$ cat src/logic/ses_regs.svh
// constants for the sector erase host controller: offsets, codes, timing
// assumes a 10 MHz mclk; included by bare name
`ifndef SES_REGS_SVH
`define SES_REGS_SVH
// axi4-lite register offsets
`define SES_OFF_CMD 4'h0
`define SES_OFF_ADDR 4'h4
`define SES_OFF_WDATA 4'h8
`define SES_OFF_STAT 4'hC
`define SES_RESP_OK 2'h0
`define SES_RESP_ERR 2'h2
// command field values, cmd[3:0]
`define SES_OP_ERASE 4'h1
`define SES_OP_ADD 4'h2
`define SES_OP_SUSP 4'h3
`define SES_OP_RESUME 4'h4
`define SES_OP_RESET 4'h5
`define SES_OP_READ 4'h6
`define SES_OP_WRITE 4'h7
`define SES_OP_HWRST 4'h8
// status bit positions; bits 15:0 hold the last read word
`define SES_ST_BUSY 16
`define SES_ST_RYBY 17
`define SES_ST_WIN 18
`define SES_ST_EBUSY 19
`define SES_ST_ELATE 20
`define SES_ST_EABORT 21
// flash word-mode addresses and data
`define SES_A_UNL1 20'h0_0555
`define SES_A_UNL2 20'h0_02AA
`define SES_A_ZERO 20'h0_0000
`define SES_SA_LOW 12'h000
`define SES_D_AA 16'h00AA
`define SES_D_55 16'h0055
`define SES_D_80 16'h0080
`define SES_D_30 16'h0030
`define SES_D_B0 16'h00B0
`define SES_D_F0 16'h00F0
`define SES_LAST_STEP 3'h5
// timing
`define SES_CLK_NS 100
`define SES_WIN_NS 50000
`define SES_WIN_CYC (`SES_WIN_NS / `SES_CLK_NS)
`define SES_WIN_MARGIN 4
`define SES_RST_NS 500
`define SES_RST_CYC ((`SES_RST_NS + `SES_CLK_NS - 1) / `SES_CLK_NS)
`define SES_REC_NS 1000
`define SES_REC_CYC ((`SES_REC_NS + `SES_CLK_NS - 1) / `SES_CLK_NS)
`define SES_RD_NS 400
`define SES_RD_CYC ((`SES_RD_NS + `SES_CLK_NS - 1) / `SES_CLK_NS)
`endif

$ cat src/logic/ses_pkg.sv
// types for the sector erase host controller
// assumes nothing beyond the constants header
package ses_pkg;
  typedef enum logic [2:0] {
    SES_IDLE, SES_SETUP, SES_STROBE, SES_HOLD, SES_READ, SES_RST
  } ses_state_e;
endpackage

$ cat src/logic/ses_ctrl.sv
// host controller that drives a parallel nor flash for sector erase,
// erase suspend/resume, plain writes and reads; software over axi4-lite.
// assumes word mode flash pins, 10 MHz mclk, one command at a time.
// Notes on behaviour
// - sector erase is six write cycles
// - host spaces added sectors under 50 us
// - host should mask interrupts while queuing
// - other command except read in window drops request
// - hardware reset aborts erase; host repeats
// - resume continues erase, repeats ignored
`timescale 1ns/1ps
`default_nettype none
`include "ses_regs.svh"
module ses_ctrl
  import ses_pkg::*;
(
  // clock and reset
  input wire logic mclk,
  input wire logic nrst,
  // axi4-lite write channels
  input wire logic [3:0] awaddr,
  input wire logic awvalid,
  output logic awready,
  input wire logic [31:0] wdata,
  input wire logic [3:0] wstrb,
  input wire logic wvalid,
  output logic wready,
  output logic [1:0] bresp,
  output logic bvalid,
  input wire logic bready,
  // axi4-lite read channels
  input wire logic [3:0] araddr,
  input wire logic arvalid,
  output logic arready,
  output logic [31:0] rdata,
  output logic [1:0] rresp,
  output logic rvalid,
  input wire logic rready,
  // flash pins
  output logic [19:0] fl_addr,
  output logic [15:0] fl_dq_o,
  output logic fl_dq_oe_n,
  input wire logic [15:0] fl_dq_i,
  output logic fl_ce_n,
  output logic fl_we_n,
  output logic fl_oe_n,
  output logic fl_reset_n,
  input wire logic ready_busy_pin
);
  function automatic logic [31:0] merge(input logic [31:0] o,
      input logic [31:0] n, input logic [3:0] s);
    logic [31:0] r;
    r = o;
    for (int i = 0; i < 4; i++) begin
      if (s[i]) r[8*i +: 8] = n[8*i +: 8];
    end
    return r;
  endfunction

  // address and data of one bus write of a command
  function automatic logic [35:0] cyc(input logic [3:0] op,
      input logic [2:0] step, input logic [19:0] a, input logic [15:0] d);
    logic [35:0] r;
    r = {a, d};
    if (op == `SES_OP_ERASE || op == `SES_OP_ADD) begin
      case (step)
        3'h0: r = {`SES_A_UNL1, `SES_D_AA};
        3'h1: r = {`SES_A_UNL2, `SES_D_55};
        3'h2: r = {`SES_A_UNL1, `SES_D_80};
        3'h3: r = {`SES_A_UNL1, `SES_D_AA};
        3'h4: r = {`SES_A_UNL2, `SES_D_55};
        default: r = {a[19:12], `SES_SA_LOW, `SES_D_30};
      endcase
    end else if (op == `SES_OP_SUSP) begin
      r = {`SES_A_ZERO, `SES_D_B0};
    end else if (op == `SES_OP_RESUME) begin
      r = {`SES_A_ZERO, `SES_D_30};
    end else if (op == `SES_OP_RESET) begin
      r = {`SES_A_ZERO, `SES_D_F0};
    end
    return r;
  endfunction

  logic [16:0] pin_q;
  ses_sync #(.W(17)) u_sync (
    .mclk(mclk),
    .nrst(nrst),
    .d({ready_busy_pin, fl_dq_i}),
    .q(pin_q)
  );

  // axi slave group
  logic awready_ff, bvalid_ff, arready_ff, rvalid_ff;
  logic nxt_awready, nxt_bvalid, nxt_arready, nxt_rvalid;
  logic [1:0] bresp_ff, rresp_ff, nxt_bresp, nxt_rresp;
  logic [31:0] rdata_ff, nxt_rdata, stat_w;
  logic wr_go, rd_go;

  assign wr_go = awready_ff & awvalid & wvalid;
  assign rd_go = arready_ff & arvalid;

  // sequencer group
  ses_state_e st_ff, nxt_st;
  logic [3:0] op_ff, nxt_op;
  logic [2:0] step_ff, last_ff, nxt_step, nxt_last;
  logic [9:0] cnt_ff, nxt_cnt, wcnt_ff, nxt_wcnt;
  logic [19:0] sa_ff, nxt_sa, addr_ff, nxt_addr;
  logic [15:0] wd_ff, nxt_wd, rdat_ff, nxt_rdat, dqo_ff, nxt_dqo;
  logic win_ff, nxt_win, eb_ff, nxt_eb, el_ff, nxt_el, ea_ff, nxt_ea;
  logic ce_ff, we_ff, oe_ff, rst_ff, dqoe_ff;
  logic nxt_ce, nxt_we, nxt_oe, nxt_rst, nxt_dqoe;
  logic busy, cmd_wr;
  logic [3:0] op_in;
  logic [35:0] ad;
  logic [31:0] mg_sa, mg_wd;

  assign busy = (st_ff != SES_IDLE);
  assign cmd_wr = wr_go && awaddr == `SES_OFF_CMD && wstrb[0];
  assign op_in = wdata[3:0];
  always_comb begin
    stat_w = '0;
    stat_w[15:0] = rdat_ff;
    stat_w[`SES_ST_BUSY] = busy;
    stat_w[`SES_ST_RYBY] = pin_q[16];
    stat_w[`SES_ST_WIN] = win_ff;
    stat_w[`SES_ST_EBUSY] = eb_ff;
    stat_w[`SES_ST_ELATE] = el_ff;
    stat_w[`SES_ST_EABORT] = ea_ff;
  end

  always_comb begin
    nxt_awready = awvalid & wvalid & ~awready_ff & ~bvalid_ff;
    nxt_arready = arvalid & ~arready_ff & ~rvalid_ff;
    nxt_bvalid = bvalid_ff & ~bready;
    nxt_bresp = bresp_ff;
    nxt_rvalid = rvalid_ff & ~rready;
    nxt_rresp = rresp_ff;
    nxt_rdata = rdata_ff;
    if (wr_go) begin
      nxt_bvalid = 1'b1;
      nxt_bresp = (awaddr[1:0] == 2'h0) ? `SES_RESP_OK : `SES_RESP_ERR;
    end
    if (rd_go) begin
      nxt_rvalid = 1'b1;
      nxt_rresp = `SES_RESP_OK;
      case (araddr)
        `SES_OFF_CMD: nxt_rdata = {28'h000_0000, op_ff};
        `SES_OFF_ADDR: nxt_rdata = {12'h000, sa_ff};
        `SES_OFF_WDATA: nxt_rdata = {16'h0000, wd_ff};
        `SES_OFF_STAT: nxt_rdata = stat_w;
        default: begin
          nxt_rdata = '0;
          nxt_rresp = `SES_RESP_ERR;
        end
      endcase
    end
  end

  always_ff @(posedge mclk or negedge nrst) begin
    if (!nrst) begin
      awready_ff <= 1'b0;
      bvalid_ff <= 1'b0;
      bresp_ff <= `SES_RESP_OK;
      arready_ff <= 1'b0;
      rvalid_ff <= 1'b0;
      rresp_ff <= `SES_RESP_OK;
      rdata_ff <= '0;
    end else begin
      awready_ff <= nxt_awready;
      bvalid_ff <= nxt_bvalid;
      bresp_ff <= nxt_bresp;
      arready_ff <= nxt_arready;
      rvalid_ff <= nxt_rvalid;
      rresp_ff <= nxt_rresp;
      rdata_ff <= nxt_rdata;
    end
  end

  always_comb begin
    nxt_st = st_ff;
    nxt_op = op_ff;
    nxt_step = step_ff;
    nxt_last = last_ff;
    nxt_cnt = cnt_ff + 10'h001;
    nxt_sa = sa_ff;
    nxt_wd = wd_ff;
    nxt_rdat = rdat_ff;
    nxt_addr = addr_ff;
    nxt_dqo = dqo_ff;
    nxt_ce = ce_ff;
    nxt_we = we_ff;
    nxt_oe = oe_ff;
    nxt_rst = rst_ff;
    nxt_dqoe = dqoe_ff;
    nxt_eb = eb_ff;
    nxt_el = el_ff;
    nxt_ea = ea_ff;
    nxt_win = win_ff;
    nxt_wcnt = win_ff ? wcnt_ff + 10'h001 : wcnt_ff;
    // close early by a margin: the add cycle still needs its strobe
    if (win_ff && wcnt_ff == 10'(`SES_WIN_CYC - `SES_WIN_MARGIN - 1))
      nxt_win = 1'b0;
    ad = cyc(op_ff, step_ff + 3'h1, sa_ff, wd_ff);
    // a call result cannot be sliced directly, so merge into a word first
    mg_sa = merge({12'h000, sa_ff}, wdata, wstrb);
    mg_wd = merge({16'h0000, wd_ff}, wdata, wstrb);
    if (wr_go && awaddr == `SES_OFF_ADDR)
      nxt_sa = mg_sa[19:0];
    if (wr_go && awaddr == `SES_OFF_WDATA)
      nxt_wd = mg_wd[15:0];
    if (wr_go && awaddr == `SES_OFF_STAT && wstrb[2]) begin
      nxt_eb = eb_ff & ~wdata[`SES_ST_EBUSY];
      nxt_el = el_ff & ~wdata[`SES_ST_ELATE];
      nxt_ea = ea_ff & ~wdata[`SES_ST_EABORT];
    end
    unique case (st_ff)
      SES_IDLE: begin
        if (cmd_wr && op_in == `SES_OP_ADD && !win_ff) begin
          nxt_el = 1'b1;
        end else if (cmd_wr && op_in >= `SES_OP_ERASE &&
            op_in <= `SES_OP_HWRST) begin
          nxt_op = op_in;
          nxt_cnt = '0;
          nxt_step = (op_in == `SES_OP_ADD) ? `SES_LAST_STEP : 3'h0;
          nxt_last = (op_in == `SES_OP_ERASE || op_in == `SES_OP_ADD) ?
              `SES_LAST_STEP : 3'h0;
          ad = cyc(op_in, nxt_step, sa_ff, wd_ff);
          // commands other than add and read drop a pending request; suspend ends it
          if (op_in != `SES_OP_ADD && op_in != `SES_OP_READ)
            nxt_win = 1'b0;
          if (op_in == `SES_OP_READ) begin
            nxt_st = SES_READ;
            nxt_addr = sa_ff;
            nxt_ce = 1'b0;
            nxt_oe = 1'b0;
          end else if (op_in == `SES_OP_HWRST) begin
            nxt_st = SES_RST;
            nxt_rst = 1'b0;
            if (win_ff || !pin_q[16])
              nxt_ea = 1'b1;
          end else begin
            // a command's write cycles go out back to back; each queued sector needs its own add command
            nxt_st = SES_SETUP;
            nxt_addr = ad[35:16];
            nxt_dqo = ad[15:0];
            nxt_ce = 1'b0;
            nxt_dqoe = 1'b0;
          end
        end
      end
      SES_SETUP: begin
        nxt_we = 1'b0;
        nxt_st = SES_STROBE;
      end
      SES_STROBE: begin
        nxt_we = 1'b1;
        nxt_st = SES_HOLD;
        if (step_ff == `SES_LAST_STEP) begin
          nxt_win = 1'b1;
          nxt_wcnt = '0;
        end
      end
      SES_HOLD: begin
        if (step_ff != last_ff) begin
          nxt_step = step_ff + 3'h1;
          nxt_addr = ad[35:16];
          nxt_dqo = ad[15:0];
          nxt_st = SES_SETUP;
        end else begin
          nxt_ce = 1'b1;
          nxt_dqoe = 1'b1;
          nxt_st = SES_IDLE;
        end
      end
      SES_READ: begin
        if (cnt_ff == 10'(`SES_RD_CYC - 1)) begin
          nxt_rdat = pin_q[15:0];
          nxt_ce = 1'b1;
          nxt_oe = 1'b1;
          nxt_st = SES_IDLE;
        end
      end
      SES_RST: begin
        if (cnt_ff == 10'(`SES_RST_CYC - 1))
          nxt_rst = 1'b1;
        if (cnt_ff == 10'(`SES_RST_CYC + `SES_REC_CYC - 1))
          nxt_st = SES_IDLE;
      end
    endcase
    if (cmd_wr && busy)
      nxt_eb = 1'b1;
  end

  always_ff @(posedge mclk or negedge nrst) begin
    if (!nrst) begin
      st_ff <= SES_IDLE;
      op_ff <= '0;
      step_ff <= '0;
      last_ff <= '0;
      cnt_ff <= '0;
      wcnt_ff <= '0;
      sa_ff <= '0;
      wd_ff <= '0;
      rdat_ff <= '0;
      addr_ff <= '0;
      dqo_ff <= '0;
      win_ff <= 1'b0;
      eb_ff <= 1'b0;
      el_ff <= 1'b0;
      ea_ff <= 1'b0;
      ce_ff <= 1'b1;
      we_ff <= 1'b1;
      oe_ff <= 1'b1;
      rst_ff <= 1'b1;
      dqoe_ff <= 1'b1;
    end else begin
      st_ff <= nxt_st;
      op_ff <= nxt_op;
      step_ff <= nxt_step;
      last_ff <= nxt_last;
      cnt_ff <= nxt_cnt;
      wcnt_ff <= nxt_wcnt;
      sa_ff <= nxt_sa;
      wd_ff <= nxt_wd;
      rdat_ff <= nxt_rdat;
      addr_ff <= nxt_addr;
      dqo_ff <= nxt_dqo;
      win_ff <= nxt_win;
      eb_ff <= nxt_eb;
      el_ff <= nxt_el;
      ea_ff <= nxt_ea;
      ce_ff <= nxt_ce;
      we_ff <= nxt_we;
      oe_ff <= nxt_oe;
      rst_ff <= nxt_rst;
      dqoe_ff <= nxt_dqoe;
    end
  end

  assign awready = awready_ff;
  assign wready = awready_ff;
  assign bvalid = bvalid_ff;
  assign bresp = bresp_ff;
  assign arready = arready_ff;
  assign rvalid = rvalid_ff;
  assign rresp = rresp_ff;
  assign rdata = rdata_ff;
  assign fl_addr = addr_ff;
  assign fl_dq_o = dqo_ff;
  assign fl_dq_oe_n = dqoe_ff;
  assign fl_ce_n = ce_ff;
  assign fl_we_n = we_ff;
  assign fl_oe_n = oe_ff;
  assign fl_reset_n = rst_ff;

  // helper: strobes seen in the current command
  logic [2:0] we_cnt_ff;
  always_ff @(posedge mclk or negedge nrst) begin
    if (!nrst) we_cnt_ff <= '0;
    else if (st_ff == SES_IDLE) we_cnt_ff <= '0;
    else if (st_ff == SES_STROBE) we_cnt_ff <= we_cnt_ff + 3'h1;
  end
endmodule
`default_nettype wire

$ cat src/logic/ses_sync.sv
// two-flop synchroniser for the flash pin inputs
// assumes inputs asynchronous to mclk
`timescale 1ns/1ps
`default_nettype none
module ses_sync #(
  parameter int W = 17
) (
  // clock and reset
  input wire logic mclk,
  input wire logic nrst,
  // data
  input wire logic [W-1:0] d,
  output logic [W-1:0] q
);
  logic [W-1:0] s1_ff, q_ff;
  logic [W-1:0] nxt_s1, nxt_q;
  always_comb begin
    nxt_s1 = d;
    nxt_q = s1_ff;
  end
  always_ff @(posedge mclk or negedge nrst) begin
    if (!nrst) begin
      s1_ff <= '0;
      q_ff <= '0;
    end else begin
      s1_ff <= nxt_s1;
      q_ff <= nxt_q;
    end
  end
  assign q = q_ff;
endmodule
`default_nettype wire

$ cat config.mk
export PLATFORM = sky130hd
export DESIGN_NAME = ses_ctrl
export DESIGN_NICKNAME = d
export VERILOG_FILES = /design/src/logic/ses_pkg.sv /design/src/logic/ses_ctrl.sv /design/src/logic/ses_sync.sv
export VERILOG_INCLUDE_DIRS = /design/src /design/src/logic
export SDC_FILE = /design/constraint.sdc
export NUM_CORES = 1
export LEC_CHECK = 0
export ABC_CLOCK_PERIOD_IN_PS = 5210
export BUFFER_PORTS_ARGS = -buffer_cell sky130_fd_sc_hd__buf_2
export CAP_MARGIN = 10
export CORE_ASPECT_RATIO = 0.6
export CORE_MARGIN = 3
export CORE_UTILIZATION = 30
export DETAILED_ROUTE_END_ITERATION = 6
export HOLD_SLACK_MARGIN = 0.03
export PLACE_DENSITY_LB_ADDON = 0.08
export SLEW_MARGIN = 20
export SYNTH_ARGS = -nofsm -noshare
export SYNTH_HDL_FRONTEND = slang
export SYNTH_SLANG_ARGS = --single-unit
$ cat constraint.sdc
create_clock -name mclk -period 5.21 [get_ports mclk]
set_input_delay 0.2605 -clock mclk [delete_from_list [all_inputs] [get_ports mclk]]
set_output_delay 0.2605 -clock mclk [all_outputs]
set_load 0.1 [all_outputs]
* Word-level counts from Yosys, hierarchy flattened *
Cells that the tools add are included.

word-level totals
  flip-flop bits (word level) = 204
  input bits = 68
  output and inout bits = 82
  word-level logic and storage cells = 249

cells by class
  add/subtract/negate cells = 3
  $lt $le $gt $ge = 2
  equality and inequality tests = 51
  muxes and demuxes = 87
  bitwise operators = 23
  reduce and logical (&&, ||, !) cells = 51

operators by type and width
  operator                                              number
  2-to-1 mux 36 bit                                     8
  case mux 36 bit (3 select lines)                      2
  2-to-1 mux 20 bit                                     5
  case mux 22 bit (4 select lines)                      1
  2-to-1 mux 16 bit                                     5
  2-to-1 mux 10 bit                                     6
  case mux 20 bit (2 select lines)                      1
  2-to-1 mux 1 bit                                      37
  2-to-1 mux 3 bit                                      11
  case mux 16 bit (2 select lines)                      1
  equality test 4 x 3 -> 1 bit, second input constant   7
  AND reduction 6 bit                                   4
  inequality test 2 bit, second input constant          11
  adder 10 x 1 -> 10 bit, second input constant         2
  equality test 4 bit, second input constant            5
  equality test 3 x 2 -> 1 bit, second input constant   6
  case mux 3 bit (6 select lines)                       1
  equality test 4 x 2 -> 1 bit, second input constant   4
  equality test 3 bit, second input constant            5
  bitwise AND 1 bit                                     13
  logical AND 1 bit                                     13
  AND reduction 2 bit                                   6
  equality test 10 x 2 -> 1 bit, second input constant  1
  equality test 10 x 3 -> 1 bit, second input constant  1
  28 further kinds                                      61

* Depth between registers and ports, before layout *
  depth in word-level cells = 11
  depth in mapped cells = 9
  gate-level depth less buffers = 7

* By module *
From an unflattened synthesis, not the netlist that was laid out.

second synthesis, totals
  cells, all modules = 736
  area total of the unflattened synthesis = 8,390.5 um2

by module, submodules not included
  module    instances  cells each  area an instance (um2)  seq. area each (um2)
  ses_ctrl  1          702         7,539.7                 3,910.0
  ses_sync  1          34          850.8                   850.8

* Least setup slack after synthesis *
No wires, ideal clock.

  path type = reg2reg
  from = register awready_ff (netlist: awready)
  to = register addr_ff[13] (netlist: fl_addr[13])
  setup time = 0.083 ns
  data arrival time = 2.410 ns
  data required time = 5.127 ns
  slack = 2.717 ns
  cell stages (with the launch flop) = 7
  path buffers = 1
  period minus slack after synthesis = 2.493 ns
  path through = dfrtp_1 nand3_1 or4_1 o21ai_2 buf_4 nand3_1 o21ai_0

between the ends
  word-level cells in the longest chain between the ends = 8
  elaborated cells between the ends (all ways) = 11
  those cells by class = eq/ne (2); bitwise (2); reduce/logical (7)

RTL lines
  element                                      RTL line         text
  start: declaration                           ses_ctrl.sv:93   logic awready_ff, bvalid_ff, arready_ff, rvalid_ff;
  start signal: assignment                     ses_ctrl.sv:169  awready_ff <= nxt_awready;
  bitwise AND 1 bit (*) (2 in series)          ses_ctrl.sv:99   assign wr_go = awready_ff & awvalid & wvalid;
  logical AND 1 bit (no line) (*)              n/a
  logical AND 1 bit (*)                        ses_ctrl.sv:118  assign cmd_wr = wr_go && awaddr == `SES_OFF_CMD && wstrb[0];
  logical AND 1 bit (no line)                  n/a
  logical AND 1 bit, on equally long branches  n/a
  inequality test 2 bit (no line)              n/a
  AND reduction 5 bit (no line) (*)            n/a
  end signal: assignment                       ses_ctrl.sv:326  addr_ff <= nxt_addr;
  end: declaration                             ses_ctrl.sv:107  logic [19:0] sa_ff, nxt_sa, addr_ff, nxt_addr;

Every way passes the cells marked *; elsewhere a longest branch is shown, timed or not.
A chain may end at the register's enable or synchronous reset.

* Worst setup path after layout *
  from = register st_ff[2]
  to = register addr_ff[10] (netlist: fl_addr[10])

between the ends
  word-level cells in the longest chain between the ends = 3
  elaborated cells between the ends (all ways) = 9
  those cells by class = eq/ne (5); mux (1); reduce/logical (3)

RTL lines
  element                                                          RTL line         text
  start: declaration                                               ses_ctrl.sv:103  ses_state_e st_ff, nxt_st;
  start signal: assignment                                         ses_ctrl.sv:317  st_ff <= nxt_st;
  equality test 3 x 2 -> 1 bit or zero test 3 bit (tied branches)  ses_ctrl.sv:216  unique case (st_ff)
  inequality test 2 bit (no line) (tied with other cells)          n/a
  AND reduction 5 bit (no line)                                    n/a

Several ways; a longest one is shown, not always the timed one.

==> impl_metrics.ini <==
[hold_path]
holdCritPathClass = primary input to register

[floorplan]
initial_core_util_pct = 31.2
die_w_um = 223
die_y_um = 136
rows = 46
core_um2 = 27100
num_io_pins = 150
dieArea_um2 = 30300

[clock_network]
cts_resized = 0
clockBufferDepth = 2
clk_latency_ns = 0.45
cts-root-buf = clkbuf_16
cts.htree.levels = 4
clk_pin_slew_ns = 0.08
post-cts-setup-buffers = 0
clock-sinks = 190
cts_tree = yes
cts_buffers = 17

[synth]
synth-async-reset-ratio_pct = 100
yosysWarnings = 0
syn_area_um2 = 8450
ys_ff_latch = 190
syn_area_per_cell_um2 = 11.3
dominantRegCellSynth = dfrtp_1
syn_inst = 751
ys_seq_area_share_pct = 56.3
synth_edf_count = 0
ys_types = 68

[pwr]
power_density_nw_per_um2 = 479
seq_power_share_pct = 38.1
peakVddDrop_mv = 0.343
combinationalPowerShare_pct = 35.5
power.leakage_nw = 4.82
p_sw_share_pct = 44.8
internal_power_mw = 2.69
clkPwrFrac_pct = 26.5
p_switching_mw = 2.19

[timing]
maxSlewViolCount = 0
fmax_ghz = 0.360
slew_headroom_pct = 36.5
setup_viol = 0
tightest_slew_ns = 0.939
min_period_ns = 2.78
finalCritPeriodShare_pct = 53.3
hold_viol = 0
rsz0062_at_grt = false
setup_tns_ns = 0
worst_clock_skew_ns = 0.0185

[global_routing]
antenna_found_initial = 0
grt_pass1_wl_um = 38800
grt_util_met1_pct = 27.3
met3_usage_pct = 5.29
grt_max_degree = 116
grt_pass1_vias = 6287
grt_use_total_pct = 17.1
met2_usage_pct = 22.1
top_usage_layer = met1
grt-ovfl-total = 0

[worst_setup_path]
endpoint_kind = register
cp_data_required_time_ns = 5.59
worstPathArrival_ns = 3.16
crit_type = register to register
critPathMaxFanout = 27
startpoint_type = register

[place]
dp_cells = 1202
hpwl_um = 18000
routabilityCongestion = 0.803
port_buffers = 126

[final_layout]
final-instance-count-excl-fill = 1257
diodes = 0
drive_gt1_share_pct = 29.1
area_delta_synth_final_pct = 20.4
fillers = 2675
nets = 961

[drt]
drc = 0
wl_um = 25300
first_iter_violations = 415
wl_per_cell_um = 20.1
vias_per_cell = 4.95
ant_nets = 0
detail_route.first_pass.iterations = 4
via_count = 6226

[run_status]
status = finished, final reports clean

[flow_run]
cap_violations = 0
==> placed cells by master (no fill, tap or decap), types with 17 or more instances in the layout <==
| cell | synthesis | routed |
|---|---|---|
| nand2_1 | 90 | 90 |
| a21oi_1 | 22 | 21 |
| o21ai_0 | 81 | 81 |
| clkbuf_16 | 0 | 17 |
| dfrtp_1 | 185 | 185 |
| dlygate4sd3_1 | 0 | 22 |
| buf_2 | 11 | 125 |
| nor2_1 | 37 | 37 |
| o31ai_1 | 18 | 18 |
| nand3_1 | 20 | 20 |
| mux2_2 | 53 | 53 |
==> sequential cells by signal (all words and copies together) (netlist names), 3 cells and up <==
name / count
cnt_ff: 10
fl_addr: 20
fl_dq_o: 16
op_ff: 4
rdat_ff: 16
rdata: 22
sa_ff: 20
st_ff: 3
step_ff: 3
u_sync.nxt_q: 17
u_sync.q: 17
wcnt_ff: 10
wd_ff: 16
==> cell families (layout without fill, tap and decap cells) <==
logic type               count (synthesis)  in the layout  share of synthesized area, %
adder cells (fa/ha/maj)                  9              9                          1.33
XOR/XNOR                                17             17                          1.76
AND/OR/NAND/NOR                        222            222                          13.2
other                                    1             12                        0.0444
flip-flops                             190            190                          56.3
AO/OA/AOI/OAI                          173            173                          12.9
buffers and inverters                   68            203                          4.09
multiplexers                            71             71                          10.3
==> area by class of cell <==
class / instances / area [µm²] / area share, %
Inverter: 16 / 60.1 / 0.590
Tap cell: 360 / 450 / 4.43
Timing Repair Buffer: 155 / 932 / 9.16
Multi-Input combinational cell: 504 / 3400 / 33.4
Sequential cell: 190 / 4760 / 46.8
Clock inverter: 15 / 150 / 1.48
Clock buffer: 17 / 425 / 4.18
==> repair_timing <==
action,4_1_cts,5_1_grt
hold endpoints to repair,131,0
endpoints found under the setup margin,0,0
hold buffers,22,0
==> power by group through the flow <==
stage	registers [mW]	logic [mW]	clock network [mW]
floorplan	2.49	0.701	0
global placement	1.87	1.70	0
detailed placement	1.88	1.72	0
CTS	1.86	1.74	1.34
global route	1.89	1.85	1.39
finish	1.86	1.73	1.29
==> worst paths after layout <==
kind                                                 from                      end  slack (ns)  depth (start not counted)
worst max-delay path                 st_ff[2]$_DFFE_PN0P_  fl_addr[10]$_DFFE_PN0P_        2.43                          5
worst min-delay path                               wvalid        awready$_DFF_PN0_        0.06                          3
worst max register to register       st_ff[2]$_DFFE_PN0P_  fl_addr[10]$_DFFE_PN0P_        2.43                          5
worst min register to register  u_sync.nxt_q[2]$_DFF_PN0_    u_sync.q[2]$_DFF_PN0_        0.35                          0
max in group asynchronous                            nrst    u_sync.q[7]$_DFF_PN0_        4.13                          3
min in group asynchronous                            nrst   rdat_ff[4]$_DFFE_PN0P_        0.27                          2
==> metrics by stage <==
stage,util (%),area (µm²),hold WS [ns],power (mW),worst slack (ns)
6_report,37.6,10200,0.0603,4.87,2.43
5_1_grt,37.6,10200,0.0352,5.13,2.20
4_1_cts,37.5,10100,0.0303,4.93,2.37
3_5_place_dp,34.6,9350,0.335,3.61,2.39
3_3_place_gp,34.5,9340,0.335,3.57,2.43
2_1_floorplan,-,8490,-0.0351,3.20,2.72
==> synthesized netlist by cell type, types with 3 or more instances <==
master,instances,area share (%)
nand2_1,90,4.0
a22oi_1,13,1.2
nor2_1,37,1.6
and2_1,3,0.22
mux2i_1,5,0.59
nor3b_1,3,0.27
mux2_2,53,7.1
and3_1,4,0.30
o22ai_1,3,0.22
dfrtp_1,185,55
nor2b_1,7,0.52
xor2_1,14,1.5
nand3_1,20,1.2
buf_2,11,0.65
or3_1,3,0.22
o21ai_0,81,4.8
mux4_2,4,1.1
a21oi_1,22,1.3
buf_4,14,1.2
nor3_1,12,0.71
a22o_1,11,1.1
or2_2,7,0.52
clkbuf_1,24,1.1
or4b_2,3,0.36
ha_1,9,1.3
nand4_1,8,0.59
dfstp_2,5,1.6
inv_1,16,0.71
o21a_1,3,0.27
o31ai_1,18,1.6
mux2_4,9,1.6
xnor2_1,3,0.31
nor4b_1,3,0.31
nand3b_1,4,0.36
==> critical path, stage by stage, from the launching register on <==
cell	delay [ns]
dfrtp_1	0.50
nand3b_1	0.50
o32ai_4	0.66
nand3_4	0.38
nor3_4	0.44
a22o_1	0.19
==> routing by layer <==
layer	vias to the layer above	routed length (µm)
li1	2905	-
met1	3179	14000
met2	136	10000
met3	6	1130
met4	0	57
met5	-	0
Power figures use the tool's default switching activity.
